## src/poc_pkg.sv

```systemverilog
package poc_pkg;

    // converter geometry
    localparam int POC_DATA_W = 10;
    localparam int POC_LATENCY = 6;
    localparam int POC_DIGIT_W = 2;

    // register port geometry
    localparam int POC_REG_AW = 8;
    localparam int POC_REG_DW = 32;

    // register offsets (byte addresses)
    localparam logic [7:0] POC_OFS_STATUS = 8'h00;
    localparam logic [7:0] POC_OFS_MASK = 8'h04;
    localparam logic [7:0] POC_OFS_INFO = 8'h08;

    // status and mask bit positions
    localparam int POC_ST_RANGE = 0;
    localparam int POC_ST_WAKE = 1;
    localparam int POC_ST_W = 2;
    localparam logic [1:0] POC_MASK_RST = 2'h0;

    // info register field positions
    localparam int POC_INFO_MODE_LSB = 0;
    localparam int POC_INFO_TWOS = 2;
    localparam int POC_INFO_STAB = 3;
    localparam int POC_INFO_RUN = 4;
    localparam int POC_INFO_VALID = 5;

    // four-level select input, quantised by the pad to two bits
    localparam logic [1:0] POC_SEL_GND = 2'h0;
    localparam logic [1:0] POC_SEL_THIRD = 2'h1;
    localparam logic [1:0] POC_SEL_TWO_THIRD = 2'h2;
    localparam logic [1:0] POC_SEL_FULL = 2'h3;

    // power / output mode, gray coded along normal-hiz-nap-sleep
    typedef enum logic [1:0] {
        POC_NORMAL = 2'b00,
        POC_HIZ = 2'b01,
        POC_NAP = 2'b11,
        POC_SLEEP = 2'b10
    } poc_mode_t;

endpackage

```

## src/poc_adc_ctrl.sv

```systemverilog
// Our own choices: the strobed register port and the register offsets.
`timescale 1ns/1ps
// How it works
// a new sample is taken at each rising edge of the sample clock
// input tracked between edges, held value captured exactly at the edge
// result leaves the output register six clocks after its sample
// per-stage digits are time aligned and merged before the output
// data and flag driven only with power-down low and enable low
// power-down low, enable high: keep converting, outputs floated
// power-down high floats outputs; enable low naps, high sleeps
// select level picks number format and duty stabiliser setting
// result is a ten-bit word, bit nine most significant
// range flag high when input was above or below full scale
// two's complement is offset binary with the top bit inverted
// range flag rides the pipeline with its sample, code saturated
module poc_adc_ctrl
    import poc_pkg::*;
#(
    parameter int DATA_W = POC_DATA_W,
    parameter int LATENCY = POC_LATENCY
)
(
    input wire logic clk,
    input wire logic nrst,
    input wire logic signed [DATA_W+1:0] analog_level,
    input wire logic power_down_select,
    input wire logic output_enable_n,
    input wire logic [1:0] mode_select,
    output logic [DATA_W-1:0] sample_word,
    output logic sample_word_oe_n,
    output logic range_exceeded_flag,
    output logic flag_oe_n,
    output logic sample_valid,
    output logic stabiliser_on,
    input wire logic [POC_REG_AW-1:0] reg_addr,
    input wire logic [POC_REG_DW-1:0] reg_wdata,
    input wire logic reg_wr,
    input wire logic reg_rd,
    output logic [POC_REG_DW-1:0] reg_rdata,
    output logic irq
);

    // digit stages between the held sample and the correction register
    localparam int NSTG = DATA_W / POC_DIGIT_W;

    // refuse geometries the two-bit-per-stage pipeline cannot build
    generate
        if ((DATA_W % POC_DIGIT_W) != 0)
        begin : g_bad_width
            $error("poc_adc_ctrl: DATA_W must be a multiple of two");
        end
        if (DATA_W < 4)
        begin : g_bad_narrow
            $error("poc_adc_ctrl: DATA_W below four leaves no residue");
        end
        // range limits are worked out in int arithmetic
        if (DATA_W > 30)
        begin : g_bad_wide
            $error("poc_adc_ctrl: DATA_W above thirty overflows the limits");
        end
        if (LATENCY != NSTG + 1)
        begin : g_bad_latency
            $error("poc_adc_ctrl: LATENCY must be one hold plus DATA_W/2");
        end
    endgenerate

    // analog limits of the convertible range, in input units
    localparam logic signed [DATA_W+1:0] A_MAX =
        (DATA_W+2)'((2 ** (DATA_W - 1)) - 1);
    localparam logic signed [DATA_W+1:0] A_MIN =
        (DATA_W+2)'(-(2 ** (DATA_W - 1)));

    typedef struct packed {
        // mode and pad control
        poc_mode_t mode;
        logic drv_n;
        logic twos;
        logic stab;
        // per stage: residue, aligned digits, range and valid marks
        logic [NSTG:0][DATA_W-1:0] res;
        logic [NSTG:0][DATA_W-1:0] acc;
        logic [NSTG:0] ovr;
        logic [NSTG:0] vld;
        // output register
        logic [DATA_W-1:0] word;
        logic flag;
        logic wvld;
        // software-visible registers
        logic [POC_ST_W-1:0] status;
        logic [POC_ST_W-1:0] mask;
        logic [POC_REG_DW-1:0] rdata;
    } poc_state_t;

    // outputs float and the converter is asleep until pins are seen
    localparam poc_state_t ST_RST = '{
        mode: POC_SLEEP,
        drv_n: 1'b1,
        mask: POC_MASK_RST,
        default: '0
    };

    // pin pair to power/output mode
    function automatic poc_mode_t mode_from_pins(input logic pd,
        input logic oe_n);
        poc_mode_t m;
        m = POC_NORMAL;
        if (pd && oe_n)
            m = POC_SLEEP;
        else if (pd)
            m = POC_NAP;
        else if (oe_n)
            m = POC_HIZ;
        return m;
    endfunction

    // true while the pipeline is clocked through
    function automatic logic runs(input poc_mode_t m);
        return (m == POC_NORMAL) || (m == POC_HIZ);
    endfunction

    // format half of the four-level select
    function automatic logic sel_twos(input logic [1:0] sel);
        return (sel == POC_SEL_TWO_THIRD) || (sel == POC_SEL_FULL);
    endfunction

    // stabiliser half of the four-level select
    function automatic logic sel_stab(input logic [1:0] sel);
        return (sel == POC_SEL_THIRD) || (sel == POC_SEL_TWO_THIRD);
    endfunction

    // true when the level lies outside the convertible range
    function automatic logic beyond_range(
        input logic signed [DATA_W+1:0] a
    );
        return (a > A_MAX) || (a < A_MIN);
    endfunction

    // level to offset binary, pinned to the rail it crossed
    function automatic logic [DATA_W-1:0] clip_code(
        input logic signed [DATA_W+1:0] a
    );
        logic [DATA_W-1:0] c;
        c = {~a[DATA_W-1], a[DATA_W-2:0]};
        if (a > A_MAX)
            c = '1;
        else if (a < A_MIN)
            c = '0;
        return c;
    endfunction

    // number format at the output: two's complement flips the top bit
    function automatic logic [DATA_W-1:0] fmt_word(
        input logic [DATA_W-1:0] code,
        input logic twos
    );
        return twos ? {~code[DATA_W-1], code[DATA_W-2:0]} : code;
    endfunction

    // read-back image of mode, format and pipeline state
    function automatic logic [POC_REG_DW-1:0] info_word(
        input poc_mode_t m,
        input logic twos,
        input logic stab,
        input logic run,
        input logic vld
    );
        logic [POC_REG_DW-1:0] w;
        w = '0;
        w[POC_INFO_MODE_LSB +: 2] = m;
        w[POC_INFO_TWOS] = twos;
        w[POC_INFO_STAB] = stab;
        w[POC_INFO_RUN] = run;
        w[POC_INFO_VALID] = vld;
        return w;
    endfunction

    // register address match
    function automatic logic hit(input logic [POC_REG_AW-1:0] a,
                                 input logic [7:0] ofs);
        return a == ofs;
    endfunction

    // reset release synchroniser, asserts at once and releases late
    logic [1:0] rst_sync_q;
    logic rst_n;

    always_ff @(posedge clk or negedge nrst)
    begin
        if (!nrst)
            rst_sync_q <= 2'h0;
        else
            rst_sync_q <= {rst_sync_q[0], 1'b1};
    end

    // only the second stage is read; the first may still be settling
    assign rst_n = rst_sync_q[1];

    // registered state and its next value
    poc_state_t q;
    poc_state_t d;

    // next-state logic for the whole block
    always_comb
    begin
        logic beyond;
        logic [DATA_W-1:0] held;
        logic [DATA_W-1:0] code;
        logic [1:0] digit;
        logic [POC_ST_W-1:0] clr;
        logic [POC_ST_W-1:0] ev;
        logic run;
        beyond = 1'b0;
        held = '0;
        code = '0;
        digit = 2'h0;
        clr = '0;
        ev = '0;
        run = 1'b0;
        // everything holds unless a rule below moves it
        d = q;

        // mode follows the pins one clock late, like the select pin
        d.mode = mode_from_pins(power_down_select, output_enable_n);
        d.drv_n = (d.mode != POC_NORMAL);
        d.twos = sel_twos(mode_select);
        d.stab = sel_stab(mode_select);
        run = runs(q.mode);

        // out-of-range detect and clip onto the rails
        beyond = beyond_range(analog_level);
        held = clip_code(analog_level);

        if (run)
        begin
            // the edge itself is the hold instant; input tracked before
            d.res[0] = held;
            d.acc[0] = '0;
            d.ovr[0] = beyond;
            d.vld[0] = 1'b1;
            // each stage takes two bits and passes on the residue
            for (int k = 1; k <= NSTG; k++)
            begin
                digit = q.res[k-1][DATA_W-1 -: POC_DIGIT_W];
                d.res[k] = {q.res[k-1][DATA_W-3:0], 2'b00};
                // digits shift in so they line up at the end
                d.acc[k] = {q.acc[k-1][DATA_W-3:0], digit};
                d.ovr[k] = q.ovr[k-1];
                d.vld[k] = q.vld[k-1];
            end
            // correction and format at the output register
            code = q.acc[NSTG];
            d.word = fmt_word(code, q.twos);
            d.flag = q.ovr[NSTG];
            d.wvld = q.vld[NSTG];
        end
        else
        begin
            // nap and sleep stop the converter; results in flight die
            d.vld = '0;
            d.wvld = 1'b0;
        end

        // events: a flagged word leaving, and waking into conversion
        ev[POC_ST_RANGE] = d.wvld && d.flag;
        ev[POC_ST_WAKE] = !run && runs(d.mode);

        // register writes, write one to clear; a new event wins
        if (reg_wr && hit(reg_addr, POC_OFS_STATUS))
            clr = reg_wdata[POC_ST_W-1:0];
        d.status = (q.status & ~clr) | ev;
        // mask is plain read/write; reset closes every source
        if (reg_wr && hit(reg_addr, POC_OFS_MASK))
            d.mask = reg_wdata[POC_ST_W-1:0];

        // read data stand for the one cycle after the strobe only
        d.rdata = '0;
        if (reg_rd)
        begin
            if (hit(reg_addr, POC_OFS_STATUS))
                d.rdata[POC_ST_W-1:0] = q.status;
            else if (hit(reg_addr, POC_OFS_MASK))
                d.rdata[POC_ST_W-1:0] = q.mask;
            else if (hit(reg_addr, POC_OFS_INFO))
                d.rdata = info_word(q.mode, q.twos, q.stab, run, q.wvld);
        end
    end

    // single state register
    always_ff @(posedge clk or negedge rst_n)
    begin
        if (!rst_n)
            q <= ST_RST;
        else
            q <= d;
    end

    // pads: values always present, the enables say when they count
    assign sample_word = q.word;
    assign range_exceeded_flag = q.flag;
    assign sample_word_oe_n = q.drv_n;
    assign flag_oe_n = q.drv_n;
    assign sample_valid = q.wvld;
    assign stabiliser_on = q.stab;
    assign reg_rdata = q.rdata;

    // level interrupt from any unmasked sticky bit
    assign irq = |(q.status & q.mask);

endmodule

```

## config.mk

```make
export PLATFORM = sky130hd
export DESIGN_NAME = poc_adc_ctrl
export DESIGN_NICKNAME = d
export VERILOG_FILES = /design/src/poc_pkg.sv /design/src/poc_adc_ctrl.sv
export SDC_FILE = /design/constraint.sdc
export NUM_CORES = 1
export LEC_CHECK = 0
export ABC_AREA = 0
export BUFFER_PORTS_ARGS = -buffer_cell sky130_fd_sc_hd__buf_2
export CELL_PAD_IN_SITES_DETAIL_PLACEMENT = 1
export CELL_PAD_IN_SITES_GLOBAL_PLACEMENT = 2
export CORE_UTILIZATION = 38
export CTS_CLUSTER_SIZE = 28
export DETAILED_ROUTE_END_ITERATION = 7
export PLACE_DENSITY = 0.95
export SETUP_SLACK_MARGIN = 0.3
export SLEW_MARGIN = 15
export SYNTH_ARGS = -nofsm -noshare
export SYNTH_HDL_FRONTEND = slang
export SYNTH_SLANG_ARGS = --single-unit
```

## constraint.sdc

```tcl
create_clock -name clk -period 8.7 [get_ports clk]
set_input_delay 0 -clock clk [delete_from_list [all_inputs] [get_ports clk]]
set_output_delay 0 -clock clk [all_outputs]
set_load 0.01 [all_outputs]
```

==> impl_metrics.ini <==
[global_route]
grt_pass1_wl_um = 12500
grt-ovfl-total = 0
antenna_found_initial = 0
grt_pass1_vias = 2564
grtUsageTotal_pct = 13.8
grt_max_degree = 98

[synth]
yosys_warnings = 0
synth_seq_cells = 101
yosys.cell_types.count = 30
syn_area_sq_mm = 0.00435
synth_area_per_cell_sq_um = 13.4
syn_inst = 325
ys_seq_area_share_pct = 58.2

[clock_network]
cts_buffers = 9
insertion_delay_ns = 0.33
clkTransAtPathRegs_ns = 0.06
clock-root-buffer = clkbuf_16
cts.htree.levels = 3
cts_resized = 0
ctsLongestPathBuffers = 2
cts_setup_buffers = 0
tritoncts = yes
cts_num_sinks = 101

[sta]
finalCriticalPeriod_ns = 1.85
clock_skew_ns = 0.00471
hold_viol = 0
slew_headroom_pct = 36.0
tns_ns = 0
max_freq_mhz = 541
setup_slack_ns = 6.85
maxSlewViolCount = 0
max_slew.worst_pin.slew_ns = 0.960
setup_viol_count_final = 0
rsz0062_at_grt = no
fin_crit_sh_pct = 21.3

[critical_path]
ff2ff_setup_slack_ns = 6.85
reg2regPathDepth = 1
arrival_ns = 2.06
critPathMaxStageDelay_ns = 1.22
path_class = flop to flop
worstSetupStartpointType = flop
critPathCaptureType = flop
worst_path_max_delay_cell = dfstp_4
cp_top_family = flip-flops
cp.depth = 1
crit_buf_inv = 0
cp_data_required_time_ns = 8.91
path_cells = mux2_2
path_max_fanout = 97

[cells_and_area]
n_antenna_cell = 0
drive_gt1_share_pct = 40.9
syn_to_final_growth_pct = 12.3
final_common_cell = dfrtp_1
utilization_pct = 44.5
fin_nets = 426
final_cell_mix = dfrtp_1, mux2_2, buf_2

[routing]
drc_errors = 0
wire_per_inst_um = 14.8
wl_um = 7480
first_pass_iters = 4
vias = 2362
drt_iter0_markers = 126
antenna_left = 0
vias_per_cell = 4.66

[status]
status = complete, no violations

[floorplanning]
chipWidth_um = 109
fp-row-count = 38
die-area_sq_mm = 0.0119
io-pin-count = 108
core_sq_mm = 0.0110
start_util_pct = 39.6
die_y_um = 109

[place]
place_hpwl_um = 5010
post-place-ws_ns = 6.82
place.gp.congestion = 0.769
port_buffers = 51

[hold_path]
hold_class = primary input to flop
worstHoldPathCells = 3

[pwr]
power_leakage_uw = 0.00232
ir_worst_vdd_mv = 0.0959
power_density_mw_per_mm2 = 264

[job]
cap_violations = 0
tightest hold or removal path: cells and delay by family:
kind / cells / cell delay [ns]
adders and majority gates: 1 / 0.13
and+or+nand+nor: 1 / 0.10
buffers and inverters: 1 / 0.09
per-layer routing:
metal | share of wire (%) | routed length, um | track usage [%]
met1 | 43 | 3190 | 17.0
met2 | 53 | 3930 | 24.3
met3 | 3.4 | 252 | 2.15
met4 | 1.4 | 105 | 5.21
met5 | 0 | 0 | 0
stage by stage:
step	cell area [sq um]	cells	total power [uW]	hold WS, ns
2_1_floorplan	4440	350	846	-0.296
3_3_place_gp	4490	483	864	-0.215
3_5_place_dp	4490	483	895	-0.210
4_1_cts	4880	507	1310	0.000307
5_1_grt	4880	507	1360	0.0518
6_report	4880	507	1290	0.0154
sequential cells by signal, summed over array words and instances (netlist names):
name	count
q	79
sample_word	10
reg_rdata	6
rst_sync_q	2
flag_oe_n	1
range_exceeded_flag	1
sample_valid	1
stabiliser_on	1
cell families (layout without fill, tap and decap cells):
family	after synthesis	count (layout)	share of synthesized area (%)
mux	69	69	17.8
buf+inv	65	82	9.61
other cells	2	27	0.173
simple gates	48	48	6.68
fa+ha+maj	4	4	1.15
xor+xnor	1	1	0.202
compound gates	35	35	6.16
flops	101	101	58.2
cells in the mapped netlist:
cell	number	area, sq um
nand2_1	21	78.8
and4_1	1	8.76
nand3b_1	2	15.0
conb_1	2	7.51
dfstp_2	2	52.6
and3_1	3	18.8
clkbuf_1	6	22.5
o21ba_2	9	90.1
nor4_4	1	21.3
o21ai_0	13	65.1
mux2i_1	2	20.0
dfrtp_1	99	2480
mux2_2	65	732
inv_1	6	22.5
and2_1	5	31.3
buf_4	43	323
nor4b_4	1	23.8
or2_2	2	12.5
o31ai_1	1	7.51
o2bb2ai_1	10	87.6
a22o_1	2	17.5
mux2_1	2	22.5
ha_1	4	50.1
nor3_1	1	5.00
nand3_2	1	10.0
nand4b_1	2	17.5
buf_2	10	50.1
nor2b_1	7	43.8
nor2_1	1	3.75
xnor2_1	1	8.76
power breakdown:
group	switching (uW)	leakage, uW	internal, uW	total, uW
logic	82.0	0.000912	126	209
registers	80.2	0.00125	597	677
clock network	158	0.000158	245	403
path summary, 6_finish.rpt:
| check | from | end |
|---|---|---|
| worst max-delay path | q[184] | q[114] |
| worst min-delay path | mode_select[0] | q[181] |
| worst max register to register | q[184] | q[114] |
| worst min register to register | rst_sync_q[1] | q[48] |
| max in group asynchronous | rst_sync_q[1] | sample_word[4] |
| min in group asynchronous | rst_sync_q[1] | q[48] |
what timing repair did:
item                                   CTS  global route
endpoints found under the hold margin    8             0
hold buffers                             8             0
setup endpoints to repair                0             0
area by class of cell:
type / count / area [sq um]
multi-input cells: 184 / 1490
clock inverters: 4 / 45.0
inverters: 6 / 22.5
repair buffers: 60 / 343
well taps: 140 / 175
fillers: 1148 / 6100
clock buffers: 12 / 267
flip-flops and latches: 101 / 2540
Power figures use the tool's default switching activity.
